`src/include/wcp_pkg.sv`:
```
// wetting current and pulsed-cleaning configuration: shared constants and decode
// assumes one 20 MHz clock and a parallel register port from the serial engine
//
// Overview of operation
// - 3-bit code: 0,1,2,5,10mA; 5-7 give 15mA
// - upper pair fields at bits 14-0, read/write
// - activation time is 64us times code plus one
// - bit 3 selects 10/15mA for inputs 18-23
// - bit 2 selects 10/15mA for inputs 12-17
// - bit 1 selects 10/15mA for inputs 6-11
// - bit 0 selects 10/15mA for inputs 0-5
// - pulse config bits 23-7 read as zero
// - pulse config resets to zero
// - 24 per-input enable bits, reset zero
// - enable bit set activates that input's pulse
`default_nettype none

package wcp_pkg;

  // ----------------------------------------------------------------
  // register port
  // ----------------------------------------------------------------
  localparam int unsigned ADDR_W = 6;
  localparam int unsigned DATA_W = 24;
  localparam logic [5:0] ADDR_WET_UPPER = 6'h1e;
  localparam logic [5:0] ADDR_PULSE_CFG = 6'h1f;
  localparam logic [5:0] ADDR_PULSE_EN = 6'h20;

  // ----------------------------------------------------------------
  // field layout and reset values
  // ----------------------------------------------------------------
  localparam int unsigned WET_FIELD_W = 3;
  localparam int unsigned WET_PAIRS = 5;
  localparam int unsigned WET_PAIR_LSB = 0;
  localparam int unsigned PULSE_TIME_LSB = 4;
  localparam int unsigned PULSE_TIME_W = 3;
  localparam int unsigned PULSE_GRP_LSB = 0;
  localparam int unsigned PULSE_GROUPS = 4;
  localparam int unsigned GROUP_INPUTS = 6;
  localparam int unsigned NUM_INPUTS = 24;
  localparam logic [23:0] WET_UPPER_MASK = 24'h007fff;
  localparam logic [23:0] PULSE_CFG_MASK = 24'h00007f;
  localparam logic [23:0] PULSE_EN_MASK = 24'hffffff;
  localparam logic [23:0] WET_UPPER_RESET = 24'h000000;
  localparam logic [23:0] PULSE_CFG_RESET = 24'h000000;
  localparam logic [23:0] PULSE_EN_RESET = 24'h000000;

  // ----------------------------------------------------------------
  // current levels, one-hot control to the analog sources
  // ----------------------------------------------------------------
  localparam int unsigned LVL_W = 6;
  localparam int unsigned LVL_OFF = 0;
  localparam int unsigned LVL_1MA = 1;
  localparam int unsigned LVL_2MA = 2;
  localparam int unsigned LVL_5MA = 3;
  localparam int unsigned LVL_10MA = 4;
  localparam int unsigned LVL_15MA = 5;
  localparam logic [2:0] CODE_10MA = 3'h4;
  localparam logic [2:0] CODE_15MA = 3'h5;

  // ----------------------------------------------------------------
  // timing
  // ----------------------------------------------------------------
  localparam int unsigned CLK_PERIOD_NS = 50;
  localparam int unsigned PULSE_UNIT_NS = 64000;
  // least time, so round up
  localparam int unsigned PULSE_UNIT_CYCLES = (PULSE_UNIT_NS + CLK_PERIOD_NS - 1) / CLK_PERIOD_NS;
  localparam int unsigned UNIT_CNT_W = 16;

  typedef enum logic [0:0] {
    WCP_IDLE,
    WCP_ACTIVE
  } wcp_state_t;

  function automatic logic [5:0] wcp_wet_decode(input logic [2:0] code);
    logic [5:0] lvl;
    lvl = '0;
    case (code)
      3'h0: lvl[LVL_OFF] = 1'b1;
      3'h1: lvl[LVL_1MA] = 1'b1;
      3'h2: lvl[LVL_2MA] = 1'b1;
      3'h3: lvl[LVL_5MA] = 1'b1;
      3'h4: lvl[LVL_10MA] = 1'b1;
      default: lvl[LVL_15MA] = 1'b1;
    endcase
    return lvl;
  endfunction

endpackage

`default_nettype wire

```
`src/include/wcp_cfg_if.sv`:
```
// carries register fields to the level decoder and decoded levels back
// assumes both ends sit in the same clock domain, purely combinational path
`default_nettype none

interface wcp_cfg_if;
  logic [4:0][2:0] wet_code;
  logic [3:0] group_15ma;
  logic [4:0][5:0] wet_onehot;
  logic [3:0][5:0] group_onehot;

  modport regs (output wet_code, output group_15ma, input wet_onehot, input group_onehot);
  modport dec (input wet_code, input group_15ma, output wet_onehot, output group_onehot);
endinterface

`default_nettype wire

```
`src/verilog/wcp_top.sv`:
```
// wetting level and pulsed-cleaning configuration bank with activation timer
// assumes the serial engine presents single-cycle read/write strobes on clk_in
`default_nettype none

module wcp_top #(
  parameter int unsigned PULSE_UNIT_CYCLES = wcp_pkg::PULSE_UNIT_CYCLES
) (
  // clock and reset
  input wire logic clk_in,
  input wire logic reset_n_in,
  // register port from the serial engine
  input wire logic wr_en_in,
  input wire logic rd_en_in,
  input wire logic [5:0] addr_in,
  input wire logic [23:0] wr_data_in,
  output logic [23:0] rd_data_out,
  output logic rd_valid_out,
  // pulse request from the sampling sequencer
  input wire logic pulse_start_in,
  output logic pulse_active_out,
  // controls to the analog current sources
  output logic [29:0] wet_level_pair_out,
  output logic [23:0] pulse_level_group_out,
  output logic [23:0] pulse_enable_out,
  output logic [23:0] pulse_drive_out
);

  // ----------------------------------------------------------------
  // elaboration checks
  // ----------------------------------------------------------------
  // a zero unit would wrap UNIT_LAST to 16'hffff and stretch every slot to 65536 cycles
  // the unit counter is only UNIT_CNT_W bits wide
  if (PULSE_UNIT_CYCLES < 1 || PULSE_UNIT_CYCLES >= (1 << wcp_pkg::UNIT_CNT_W)) begin : g_bad
    $error("PULSE_UNIT_CYCLES out of range");
  end

  localparam logic [15:0] UNIT_LAST = 16'(PULSE_UNIT_CYCLES - 1);

  // ----------------------------------------------------------------
  // register storage
  // ----------------------------------------------------------------
  logic [23:0] wet_upper_reg, wet_upper_next;
  logic [23:0] pulse_cfg_reg, pulse_cfg_next;
  logic [23:0] pulse_en_reg, pulse_en_next;
  logic [23:0] rd_data_reg, rd_data_next;
  logic rd_valid_reg, rd_valid_next;

  always_comb begin
    wet_upper_next = wet_upper_reg;
    pulse_cfg_next = pulse_cfg_reg;
    pulse_en_next = pulse_en_reg;
    // offsets of other blocks fall to default and are ignored here
    if (wr_en_in) begin
      case (addr_in)
        wcp_pkg::ADDR_WET_UPPER: wet_upper_next = wr_data_in & wcp_pkg::WET_UPPER_MASK;
        wcp_pkg::ADDR_PULSE_CFG: pulse_cfg_next = wr_data_in & wcp_pkg::PULSE_CFG_MASK;
        wcp_pkg::ADDR_PULSE_EN: pulse_en_next = wr_data_in & wcp_pkg::PULSE_EN_MASK;
        default: ;
      endcase
    end
  end

  // ----------------------------------------------------------------
  // read path, answered the cycle after the strobe
  // ----------------------------------------------------------------
  always_comb begin
    rd_data_next = rd_data_reg;
    rd_valid_next = rd_en_in;
    // both strobes in one cycle: the read returns the old value
    if (rd_en_in) begin
      case (addr_in)
        wcp_pkg::ADDR_WET_UPPER: rd_data_next = wet_upper_reg & wcp_pkg::WET_UPPER_MASK;
        wcp_pkg::ADDR_PULSE_CFG: rd_data_next = pulse_cfg_reg & wcp_pkg::PULSE_CFG_MASK;
        wcp_pkg::ADDR_PULSE_EN: rd_data_next = pulse_en_reg;
        // unmapped here: reads zero
        default: rd_data_next = '0;
      endcase
    end
  end

  always_ff @(posedge clk_in or negedge reset_n_in) begin
    if (!reset_n_in) begin
      wet_upper_reg <= wcp_pkg::WET_UPPER_RESET;
      pulse_cfg_reg <= wcp_pkg::PULSE_CFG_RESET;
      pulse_en_reg <= wcp_pkg::PULSE_EN_RESET;
      rd_data_reg <= '0;
      rd_valid_reg <= 1'b0;
    end else begin
      wet_upper_reg <= wet_upper_next;
      pulse_cfg_reg <= pulse_cfg_next;
      pulse_en_reg <= pulse_en_next;
      rd_data_reg <= rd_data_next;
      rd_valid_reg <= rd_valid_next;
    end
  end

  // ----------------------------------------------------------------
  // level decode
  // ----------------------------------------------------------------
  // decode is combinational; the output flops below absorb its delay
  wcp_cfg_if cfg_bus ();

  always_comb begin
    for (int i = 0; i < 5; i++) begin
      // pair i field at bits 3i+2..3i
      cfg_bus.wet_code[i] = wet_upper_reg[wcp_pkg::WET_PAIR_LSB + i * wcp_pkg::WET_FIELD_W +: 3];
    end
    cfg_bus.group_15ma = pulse_cfg_reg[wcp_pkg::PULSE_GRP_LSB +: 4];
  end

  wcp_level_decode u_decode (
    .cfg (cfg_bus.dec)
  );

  // ----------------------------------------------------------------
  // pulsed activation timer
  // ----------------------------------------------------------------
  // time code is latched at start so a write mid-pulse cannot stretch it
  // starts while active are dropped with no indication
  wcp_pkg::wcp_state_t state_reg, state_next;
  logic [15:0] unit_cnt_reg, unit_cnt_next;
  logic [2:0] slot_cnt_reg, slot_cnt_next;

  always_comb begin
    state_next = state_reg;
    unit_cnt_next = unit_cnt_reg;
    slot_cnt_next = slot_cnt_reg;
    case (state_reg)
      wcp_pkg::WCP_IDLE: begin
        if (pulse_start_in) begin
          state_next = wcp_pkg::WCP_ACTIVE;
          unit_cnt_next = UNIT_LAST;
          slot_cnt_next = pulse_cfg_reg[wcp_pkg::PULSE_TIME_LSB +: 3];
        end
      end
      wcp_pkg::WCP_ACTIVE: begin
        if (unit_cnt_reg != '0) begin
          unit_cnt_next = unit_cnt_reg - 16'h0001;
        end else if (slot_cnt_reg != '0) begin
          // one slot is UNIT_LAST+1 edges, so code+1 slots make the full time
          unit_cnt_next = UNIT_LAST;
          slot_cnt_next = slot_cnt_reg - 3'h1;
        end else begin
          state_next = wcp_pkg::WCP_IDLE;
        end
      end
      default: state_next = wcp_pkg::WCP_IDLE;
    endcase
  end

  always_ff @(posedge clk_in or negedge reset_n_in) begin
    if (!reset_n_in) begin
      state_reg <= wcp_pkg::WCP_IDLE;
      unit_cnt_reg <= '0;
      slot_cnt_reg <= '0;
    end else begin
      state_reg <= state_next;
      unit_cnt_reg <= unit_cnt_next;
      slot_cnt_reg <= slot_cnt_next;
    end
  end

  // ----------------------------------------------------------------
  // registered analog controls
  // ----------------------------------------------------------------
  logic [29:0] wet_level_reg, wet_level_next;
  logic [23:0] group_level_reg, group_level_next;
  logic [23:0] drive_reg, drive_next;
  logic active_reg, active_next;

  always_comb begin
    for (int i = 0; i < 5; i++) begin
      wet_level_next[i * 6 +: 6] = cfg_bus.wet_onehot[i];
    end
    for (int g = 0; g < 4; g++) begin
      group_level_next[g * 6 +: 6] = cfg_bus.group_onehot[g];
    end
    active_next = (state_next == wcp_pkg::WCP_ACTIVE);
    // next enables, so an enable write mid-pulse lands with the register
    // only enabled inputs get pulse current
    drive_next = active_next ? pulse_en_next : '0;
  end

  always_ff @(posedge clk_in or negedge reset_n_in) begin
    if (!reset_n_in) begin
      wet_level_reg <= '0;
      group_level_reg <= '0;
      drive_reg <= '0;
      active_reg <= 1'b0;
    end else begin
      wet_level_reg <= wet_level_next;
      group_level_reg <= group_level_next;
      drive_reg <= drive_next;
      active_reg <= active_next;
    end
  end

  // ----------------------------------------------------------------
  // outputs
  // ----------------------------------------------------------------
  // every output is a flop; the assigns only rename
  assign rd_data_out = rd_data_reg;
  assign rd_valid_out = rd_valid_reg;
  assign pulse_active_out = active_reg;
  assign wet_level_pair_out = wet_level_reg;
  assign pulse_level_group_out = group_level_reg;
  assign pulse_enable_out = pulse_en_reg;
  assign pulse_drive_out = drive_reg;

endmodule

`default_nettype wire

```
`src/verilog/wcp_level_decode.sv`:
```
// decodes stored level fields into one-hot current source controls
// assumes codes come straight from the register flops; output is combinational
`default_nettype none

module wcp_level_decode (
  wcp_cfg_if.dec cfg
);

  // ----------------------------------------------------------------
  // decode
  // ----------------------------------------------------------------
  always_comb begin
    for (int i = 0; i < 5; i++) begin
      cfg.wet_onehot[i] = wcp_pkg::wcp_wet_decode(cfg.wet_code[i]);
    end
    for (int g = 0; g < 4; g++) begin
      cfg.group_onehot[g] = wcp_pkg::wcp_wet_decode(
        cfg.group_15ma[g] ? wcp_pkg::CODE_15MA : wcp_pkg::CODE_10MA);
    end
  end

endmodule

`default_nettype wire

```
`config.mk`:
```
export PLATFORM = sky130hd
export DESIGN_NAME = wcp_top
export DESIGN_NICKNAME = d
export VERILOG_FILES = /design/src/include/wcp_pkg.sv /design/src/include/wcp_cfg_if.sv /design/src/verilog/wcp_top.sv /design/src/verilog/wcp_level_decode.sv
export SDC_FILE = /design/constraint.sdc
export NUM_CORES = 1
export LEC_CHECK = 0
export BUFFER_PORTS_ARGS = -buffer_cell sky130_fd_sc_hd__buf_2
export CAP_MARGIN = 20
export CORE_MARGIN = 8
export CORE_UTILIZATION = 47
export CTS_CLUSTER_DIAMETER = 40
export CTS_CLUSTER_SIZE = 40
export DETAILED_ROUTE_END_ITERATION = 10
export GPL_ROUTABILITY_DRIVEN = 0
export MAX_ROUTING_LAYER = met4
export PLACE_DENSITY = 0.73
export SLEW_MARGIN = 20
export SYNTH_ARGS = -nofsm -noshare
export SYNTH_HDL_FRONTEND = slang
export SYNTH_SLANG_ARGS = --single-unit
```
`constraint.sdc`:
```
create_clock -name clk_in -period 2.2 [get_ports clk_in]
set_input_delay 0.33 -clock clk_in [delete_from_list [all_inputs] [get_ports clk_in]]
set_output_delay 0.33 -clock clk_in [all_outputs]
set_load 0.05 [all_outputs]
```
* Word level (Yosys, flattened, before mapping)
Cells that the tools add are included.
** Operators by class
- Mux-type cells :: 74
- Add/subtract/negate cells :: 2
- Bitwise gates (word level) :: 1
- Reductions and logical operators :: 24
- Equality and inequality tests :: 43
** Operators by type and width (number)
- 24-bit two-way mux :: 3
- 24-bit case mux with 3 select lines :: 1
- 1-bit two-way mux :: 61
- 3-bit by 2-bit equality test with 1-bit output, second input constant :: 18
- 16-bit two-way mux :: 3
- 5-bit OR reduction :: 9
- 16-bit case mux with 2 select lines :: 1
- 3-bit by 1-bit equality test with 1-bit output, second input constant :: 9
- 3-bit equality test, second input constant :: 9
- 3-bit zero test :: 9
- 16-bit nonzero test :: 1
- 16-bit by 1-bit subtractor with 16-bit output, second input constant :: 1
- 6-bit by 5-bit equality test with 1-bit output, second input constant :: 2
- 3-bit two-way mux :: 3
- 6-bit equality test, second input constant :: 1
- 3-bit case mux with 2 select lines :: 1
- 2-bit AND reduction :: 3
- 2-bit inequality test, second input constant :: 2
- 3-bit by 1-bit inequality test with 1-bit output, second input constant :: 1
- 3-bit AND reduction :: 1
- 3-bit nonzero test :: 1
- 3-bit by 1-bit subtractor with 3-bit output, second input constant :: 1
- 2-bit by 1-bit inequality test with 1-bit output, second input constant :: 1
- 1-bit case mux with 2 select lines :: 1
- 1-bit NOT :: 1
** Storage, ports and cells
- Output and inout port bits :: 128
- Register bits :: 169
- Word-level logic and storage cells :: 155
- Bits of input ports :: 35

* Logic depth before layout (Yosys ltp)
Gate-level depths: netlist of run 1.
- Depth after elaboration :: 5
- Mapped depth :: 7
- Depth with buffers taken out :: 6

* Modules after synthesis
A second synthesis of run 1 with hierarchy kept.
** Second synthesis, totals
- Cells, all modules :: 506
- Area, all modules :: 6516.2 um^2
** By module, submodules not included
- wcp_top :: area each 6122.1 um^2, times used 1, cells each 451, seq. area each 4229.1 um^2
- wcp_level_decode :: area each 394.1 um^2, times used 1, cells each 55, seq. area each 0.0 um^2

* Worst setup path after synthesis of run 1
OpenSTA, ideal clock, no wires.
- Path kind :: reg-to-reg
- Start :: register unit_cnt_reg[0]
- End :: register drive_reg[10] (netlist: pulse_drive_out[10])
- Buffers on the path :: 1
- Arrival :: 2127 ps
- Clock period less this slack :: 2260 ps
- Path slack :: -60 ps
- Cell stages (with the launch flop) :: 8
- Setup time :: 132 ps
- Data required time :: 2068 ps
- Path through :: dfrtp_1 inv_1 ha_1 nor3b_1 nand4_1 a21oi_2 clkbuf_1 nor2b_1
** Between the ends
- Word-level cells in the longest chain between the ends :: 4
** Ends and longest elaborated chain
- start: declaration :: RTL line wcp_top.sv:121 : logic [15:0] unit_cnt_reg, unit_cnt_next;
- start signal: assignment :: RTL line wcp_top.sv:158 : unit_cnt_reg <= unit_cnt_next;
- 16-bit nonzero test :: RTL line wcp_top.sv:137 : if (unit_cnt_reg != '0) begin
- 1-bit two-way mux :: RTL line wcp_top.sv:137
- 1-bit case mux with 2 select lines :: RTL line wcp_top.sv:128 : case (state_reg)
- 24-bit two-way mux :: RTL line wcp_top.sv:181 : drive_next = active_next ? pulse_en_next : '0;
- named net drive_next[10] :: RTL line wcp_top.sv:168 : logic [23:0] drive_reg, drive_next;
- end signal: assignment :: RTL line wcp_top.sv:193 : drive_reg <= drive_next;
- end: declaration :: RTL line wcp_top.sv:168
The timed path passes the listed nets, and every way through them passes these cells.
A chain may end at the register's enable or synchronous reset.

* Worst setup path in the final report of run 1
- Start :: register unit_cnt_reg[8]
- End :: register unit_cnt_reg[12]
** Between the ends
- Word-level cells in the longest chain between the ends :: 3
- Elaborated cells on any way between the ends :: 6
- Those cells by class :: add/sub: 1; eq/ne: 1; mux: 2; reduce/logical: 2
** Ends and longest elaborated chain (RTL line)
- 16-bit by 1-bit subtractor with 16-bit output or 16-bit nonzero test (tied branches) :: wcp_top.sv:138, wcp_top.sv:137
- 16-bit two-way mux or 3-bit by 1-bit inequality test with 1-bit output (tied branches)
- 16-bit case mux with 2 select lines or 2-bit AND reduction (tied branches)
Several ways; a longest one is shown, not always the timed one.

==> results.txt, run 1 <==
The number of global-route vias before repair is 4729. The first TritonRoute pass finished after 4 iterations. The placed wire-length estimate is 11.0 mm.

The tools report the number of buffers on the longest clock path as 2. The logs give 0 for the sum of overflow across all layers after global routing and 153 for the TritonCTS sink count. Of the synthesized area, sequential elements account for 62.2%. Fill cells in the final layout number 1084. Once the floorplan was initialized, standard cells occupied 47.2% of the core. The per-cell routed wire length was 17.9 µm.

In this run the count of I/O pins placed on the die edge is 163. The logs give 60 for the largest net degree at the start of global routing and 59.3% for the headroom to the max-slew limit. Clock latency on the worst-skew pair, taken at its later pin, is 420 ps. The tools report the antenna cell count as 0. The worst-path maximum fanout was 5. In this run, synthesis produced a sequential element count of 153.

The tools report the number of max-cap violations as 0. Traced cell by cell, the critical path runs through nor4_1 > buf_4 > and4_1 > or4b_2 > o21ai_0. TritonCTS built the clock tree. The largest voltage drop on the vdd net was 769 µV; the fraction of final layout cells sized beyond drive strength 1 was 37.9%. The tools report the total power of the final layout as 8.36 mW.

The type of the worst setup path was reg -> reg. For this run, the leading register cell type out of synthesis is sky130_fd_sc_hd__dfrtp_1. In this run the remaining antenna-violating nets after routing total 0. The power per cell area is 1070 nW/µm². Once layout is complete, the utilization of the core stands at 60.1%.

For this run, asynchronously set or reset flops after synthesis account for 100%. For the cell area after layout, the log shows 7830 µm². Summed over all instances, the cell type with the most area after synthesis is sky130_fd_sc_hd__dfrtp_1. In the post-synthesis netlist, the biggest area contributors are sky130_fd_sc_hd__dfrtp_1, sky130_fd_sc_hd__mux2_4, sky130_fd_sc_hd__mux2_2. The synthesized design contains 0 enable-type register cells.

The logs give 15.3 mm for the wire length after detailed routing and 42 for the count of standard-cell rows. The die width was 130 µm. The average via count per standard cell came out at 5.16. Input and output buffers added on the ports amount to 146. After synthesis the cells add up to 6160 µm². The mean area per synthesized cell was 12.6 µm².

The area growth from synthesis to layout is 27.1%. The fraction of post-synthesis cell area in the top cell type by area came out at 62.2%. The highest achievable clock rate came out at 495 MHz. Across the routed clock network, the largest skew measured is 6.86 ps. The die boundary height works out to 130 µm. For the initial antenna violation count, the log shows 0.

The global-route wire length before repair is 24.2 mm, and the number of H-tree levels is 4. The worst setup path is captured at a flip-flop. The path class of the tightest hold or removal check is in -> reg. Yosys printed 0 warnings.

In this run the cell area measured after placement is 7190 µm². In this run the post-CTS setup repair buffer count came out at 0. Yosys mapped the design onto 48 distinct sky130hd cell types. Setup violations remaining at the end of the flow were counted as 0.

After clock tree synthesis, the clock-pin slew on the worst setup and hold paths is 60 ps. The final critical path takes up 91.9% of the cycle. At the pin with the least slew margin, the transition time is 606 ps. In the final design database the tool counted 701 nets. The register area is 3830 µm². Buffers inserted during clock tree synthesis total 17. The logs give 155 ps for the worst hold slack across all endpoints and 0 ps for the total negative slack.

After floorplanning, the core was sized to cover 13000 µm². The register with the most flip-flops in the layout has 30 of them. In this run the clock root is driven by a sky130_fd_sc_hd__clkbuf_16.

On the worst path, the slowest cell contributes a delay of 580 ps. Subtracting the final worst setup slack from the clock period gives 2020 ps. The total via count in the routed design was 4393.

The cell count after synthesis came out at 490. The run gives 19.2% as the total global routing track utilization. The slowest stage of the critical path is the sky130_fd_sc_hd__or4b_2 cell. The number of hold violations in the final report is 0. The worst setup path is launched from a flip-flop. STA puts the critical path data required time at 2540 ps.

The number of violations reported at the end of detailed-routing iteration 0 came out at 300. The die covers 17000 µm². In the layout the commonest cells are sky130_fd_sc_hd__dfrtp_1, sky130_fd_sc_hd__buf_2, sky130_fd_sc_hd__nand2_1.

The run gives 0 as the number of pins exceeding their max-slew limit in the final report. Setup repair after global routing left no endpoint under its margin. In this run the static leakage power is 4.00 nW. The tools report the residual DRC count as 0. The most frequent standard cell in the layout excluding fill and tap cells was sky130_fd_sc_hd__dfrtp_1.

The multi-input combinational cells in the finished layout cover a total of 2100 µm². The signal arrival time at the worst endpoint was 2360 ps. The run finished with clean final reports.
## report_power, final
| group | total [mW] | leakage [nW] | switching, mW | internal, mW |
|---|---|---|---|---|
| logic | 1.85 | 1.72 | 1.34 | 0.512 |
| clock network | 3.01 | 0.303 | 1.08 | 1.93 |
| registers | 3.50 | 1.97 | 0.318 | 3.18 |
| total | 8.36 | 4.00 | 2.74 | 5.63 |
## stage by stage
stage | instances | worst slack [ps]
finish | 852 | 178
global route | 852 | 2.96
CTS | 852 | 93.5
detailed placement | 819 | -94.3
global placement | 819 | -57.0
floorplan | 505 | 31.5
## worst paths after layout
path,start,endpoint,slack (ps),depth (start not counted)
min in group asynchronous,reset_n_in,wet_upper_reg[2],430,2
min reg2reg,pulse_cfg_reg[3],pulse_level_group_out[23],410,0
max,unit_cnt_reg[8],unit_cnt_reg[12],180,5
max reg2reg,unit_cnt_reg[8],unit_cnt_reg[12],180,5
min,wr_data_in[17],pulse_enable_out[17],160,2
max in group asynchronous,reset_n_in,pulse_enable_out[13],1040,3
## worst max-delay path, delay by kind of cell (launching register included)
family | cells | cell delay [ps]
buffers and inverters | 1 | 200
AOI/OAI and AO/OA | 1 | 100
DFF | 1 | 420
and+or+nand+nor | 3 | 1220
## synth_stat cells, drive strengths merged (2+ instances only)
cell type / instances
o31ai: 2
nor3: 16
and3b: 5
buf: 20
or3: 3
nor4: 4
mux2: 46
nand3: 12
nor3b: 17
clkbuf: 13
or4: 3
and4: 3
nand4: 3
a211oi: 2
nor2: 20
o22ai: 2
mux2i: 5
nand2: 34
a21oi: 17
a22oi: 9
inv: 23
a31oi: 4
nor2b: 25
or4b: 3
o21ai: 20
ha: 3
a41oi: 7
dfrtp: 153
nand2b: 3
o21a: 3
## kinds of logic after synthesis
kind of cell	count (synthesis)	share of synthesized area, %
fa+ha+maj	3	0.610
simple gates	153	14.1
other cells	1	0.0609
mux	51	10.4
flops	153	62.2
buf+inv	56	5.10
compound gates	73	7.54
## metal layers
layer | track usage, % | share of wire, % | vias up
met5 | - | 0 | -
met4 | 7.29 | 2.0 | 0
met3 | 5.97 | 6.2 | 30
met2 | 30.1 | 49 | 129
met1 | 23.0 | 43 | 2198
li1 | - | - | 2036
## area by class of cell
class,count,area share [%]
well taps,176,2.81
repair buffers,172,12.4
multi-input cells,296,26.9
clock inverters,7,1.44
inverters,23,1.10
clock buffers,25,6.46
flip-flops and latches,153,48.9
## timing repair
item                       4_1_cts  5_1_grt
gates resized for setup          0        1
hold endpoints to repair        54        0
hold buffers                     1        0
setup endpoints to repair        0       25
Note: power is estimated with default switching activity, not from simulation.
==> run 2: changes to the inputs <==
--- a/config.mk
+++ b/config.mk
@@ -8,14 +8,15 @@
 export BUFFER_PORTS_ARGS = -buffer_cell sky130_fd_sc_hd__buf_2
 export CAP_MARGIN = 20
 export CORE_MARGIN = 8
-export CORE_UTILIZATION = 47
+export CORE_UTILIZATION = 48
 export CTS_CLUSTER_DIAMETER = 40
 export CTS_CLUSTER_SIZE = 40
 export DETAILED_ROUTE_END_ITERATION = 10
 export GPL_ROUTABILITY_DRIVEN = 0
 export MAX_ROUTING_LAYER = met4
-export PLACE_DENSITY = 0.73
+export PLACE_DENSITY = 0.74
 export SLEW_MARGIN = 20
 export SYNTH_ARGS = -nofsm -noshare
 export SYNTH_HDL_FRONTEND = slang
+export SYNTH_HIERARCHICAL = 1
 export SYNTH_SLANG_ARGS = --single-unit
==> results.txt, run 2 <==
The run gives 0 ps as the total negative slack. The min-delay analysis places its worst path in the category in -> reg. The final critical path takes up 94.0% of the cycle. Clock tree synthesis inserted a total of 17 buffers.

The clock arrives with 9.60 ps of skew. The clock tree synthesis step divided the H-tree into 4 levels. Fraction of final layout cells sized beyond drive strength 1: 38.9%.

A synthesized cell averages 12.9 µm². The logs give 8120 µm² for the cell area after layout and 62 for the largest net degree at the start of global routing. The number of antenna diodes in the final layout is 0. Hold-critical path depth: 2.

In this run, the number of DRC markers left after iteration 0 of detailed routing was 360. The initial antenna violation count is 0. Once layout is complete, the cells apart from fillers number 872. Across all hold checks on the routed design, the worst slack comes to 158 ps. Dividing the detail-routed wire length by the instance count gives 18.0 µm. The worst-skew pair later-pin latency was 420 ps; the count of distinct cell types in the synthesized netlist was 50. After synthesis, flip-flops and latches occupy 64.9% of the total area. The worst register-to-register path has a depth of 9. STA classifies the critical path startpoint as a flip-flop. Required time of the worst setup path: 2480 ps. The tools report the setup slack of the most critical reg-to-reg path as 130 ps. For the worst setup path, the data arrival time is 2340 ps.

TritonCTS built the clock tree. Setup violations remaining at the end of the flow were counted as 0. The fraction of post-synthesis cell area in the top cell type by area came out at 64.9%. STA classifies the critical path endpoint as a flip-flop.

For this run the aggregate overflow at the end of global routing stands at 0. After detailed placement, the total cell area comes to 7550 µm². In the final layout, flip-flops and latches occupy 4230 µm². The time the worst path needs with I/O delays and setup was 2070 ps. Number of buffers on the longest clock path: 2. The largest total area in the synthesized netlist belongs to sky130_fd_sc_hd__dfrtp_1. The tools report the buffer type at the clock tree root as sky130_fd_sc_hd__clkbuf_16.

In the final design database the tool counted 721 nets. In the routed design, unresolved DRC markers number 0. The worst-case IR drop observed on VDD is 535 µV.

The global-route wire length before repair was 25.5 mm; the number of placed instances, taps included was 839. The top cell types in the final layout, fill and taps aside, are sky130_fd_sc_hd__dfrtp_1, sky130_fd_sc_hd__buf_2, sky130_fd_sc_hd__nand2_1. The die boundary height works out to 133 µm. The tree built by TritonCTS fans out to 169 sinks. Power spread over the standard cell area amounts to 1030 nW/µm². For this design the top-level I/O count stands at 163. The run gives 2040 µm² as the footprint of the multi-input gates.

Derived from the worst setup path, the maximum achievable clock frequency is 483 MHz. Buffers placed on the I/O ports in this run total 162. The post-synthesis cell area is 6520 µm², and the wire length after detailed routing is 15.7 mm. After synthesis the netlist holds a flip-flop and latch count of 169. The tool flagged a number of max-cap violations equal to 0. Summed over all cells, the static leakage comes to 4.17 nW. At the end of the flow the core is filled with cells to 61.3%.

The routed layout has 4524 vias. Among all flip-flop cells after synthesis, the most frequent one is sky130_fd_sc_hd__dfrtp_1. In the routed layout, each cell is associated on average with a via count of 5.19. Once routing completed, OpenROAD measured the worst setup slack at 132 ps.

The number of pins exceeding their max-slew limit in the final report is 0, and the post-synthesis async set-or-reset flop share is 100%. Ranked by total cell area, the synthesized netlist is headed by sky130_fd_sc_hd__dfrtp_1, sky130_fd_sc_hd__mux2_4, sky130_fd_sc_hd__mux2_2. Most frequent standard cell in the layout excluding fill and tap cells: sky130_fd_sc_hd__dfrtp_1. The register with the most flip-flops in the layout has 30 of them. By count the netlist is led by sky130_fd_sc_hd__dfrtp_1, sky130_fd_sc_hd__nand2_1, sky130_fd_sc_hd__mux2_2. The total power of the final layout is 8.38 mW, and the total global routing track utilization is 18.8%. The tools report the placeable core region as 13200 µm². After clock tree synthesis, the clock-pin slew on the worst setup and hold paths is 60 ps.

The floorplan step defined a die boundary enclosing 17600 µm². The run gives 6 as the total of warnings raised by yosys. By instance count, the leading cell after synthesis is sky130_fd_sc_hd__dfrtp_1.

The detail route stage leaves a number of antenna-violating nets equal to 0. The die is 133 µm wide. Counting the fill cells in the layout gives 1077. The number of flops mapped to enable cells by yosys was 0; the area growth from synthesis to layout was 24.6%. The tools report the number of hold violations in the final report as 0.

The run gives 42 as the count of standard-cell rows. For the number of global-route vias before repair, the log shows 4766. In this run the worst path has a maximum fanout of 15. For this configuration, the core starts out at a cell density of 49.2%. The type of the worst setup path was reg -> reg. Prior to clock tree synthesis, the placed netlist has a worst setup slack of 96.1 ps. Before antenna repair, the detailed router went through 4 iterations. The tools report the synthesized instance count as 506. The run finished with clean final reports. The wire-length estimate of the detail-placed layout is 11.2 mm.
-- run 2: cell count changes after synthesis, moves of 5 or more --
cell / change
sky130_fd_sc_hd__and3b_1: -5
sky130_fd_sc_hd__and3b_2: +5
sky130_fd_sc_hd__nor2b_1: -24
sky130_fd_sc_hd__dfrtp_1: +16
sky130_fd_sc_hd__and2_1: +24
-- run 2: layout make-up --
class                   count  area share [%]
inverters                  23            1.06
multi-input cells         293            25.2
clock inverters            12            1.25
well taps                 176            2.71
clock buffers              20            5.62
flip-flops and latches    169            52.1
repair buffers            179            12.1
-- run 2: kinds of logic (layout without fill, tap and decap cells) --
| kind of cell | after synthesis | in the layout | synth area share (%) |
|---|---|---|---|
| flip-flops | 169 | 169 | 64.9 |
| AND/OR/NAND/NOR | 149 | 149 | 12.8 |
| AO/OA/AOI/OAI | 77 | 77 | 7.43 |
| buffers and inverters | 59 | 234 | 4.80 |
| multiplexers | 47 | 47 | 9.26 |
| adder cells (fa/ha/maj) | 3 | 3 | 0.576 |
| other | 1 | 16 | 0.0575 |
| XOR/XNOR | 1 | 1 | 0.134 |
-- run 2: critical path: stages, from the launching register on --
cell and delay, ps:
sky130_fd_sc_hd__dfrtp_1 370, sky130_fd_sc_hd__inv_1 90, sky130_fd_sc_hd__ha_1 210, sky130_fd_sc_hd__nor3b_2 320, sky130_fd_sc_hd__nand4_1 230, sky130_fd_sc_hd__a21boi_2 210
sky130_fd_sc_hd__inv_1 70, sky130_fd_sc_hd__buf_4 190, sky130_fd_sc_hd__a21oi_1 170, sky130_fd_sc_hd__a31oi_1 70
-- run 2: where the power goes --
group          internal (mW)  switching, mW  total, mW
sequential              3.49          0.327       3.81
clock                   1.61           1.15       2.75
combinational          0.499           1.32       1.81
total                   5.59           2.79       8.38
-- run 2: path summary, 6_finish.rpt --
| kind | startpoint | endpoint |
|---|---|---|
| max | unit_cnt_reg[0] | unit_cnt_reg[6] |
| min | wr_data_in[20] | pulse_enable_out[20] |
| max reg2reg | unit_cnt_reg[0] | unit_cnt_reg[6] |
| min reg2reg | pulse_cfg_reg[2] | pulse_level_group_out[17] |
| max in group asynchronous | reset_n_in | unit_cnt_reg[6] |
| min in group asynchronous | reset_n_in | wet_level_pair_out[22] |
-- run 2: per-layer routing --
layer  up-vias  wire length [µm]  global-route usage (%)
met5         -                 0                       -
met4         0               138                    6.18
met3        13              1200                    6.17
met2       157              7810                    30.2
met1      2279              6540                    22.0
li1       2075                 -                       -
-- run 2: timing repair --
item | in CTS | in global routing
buffers inserted | 0 | 0
hold buffers | 1 | 0
resized for setup | 0 | 2
hold endpoints to repair | 49 | 0
setup endpoints to repair | 0 | 17
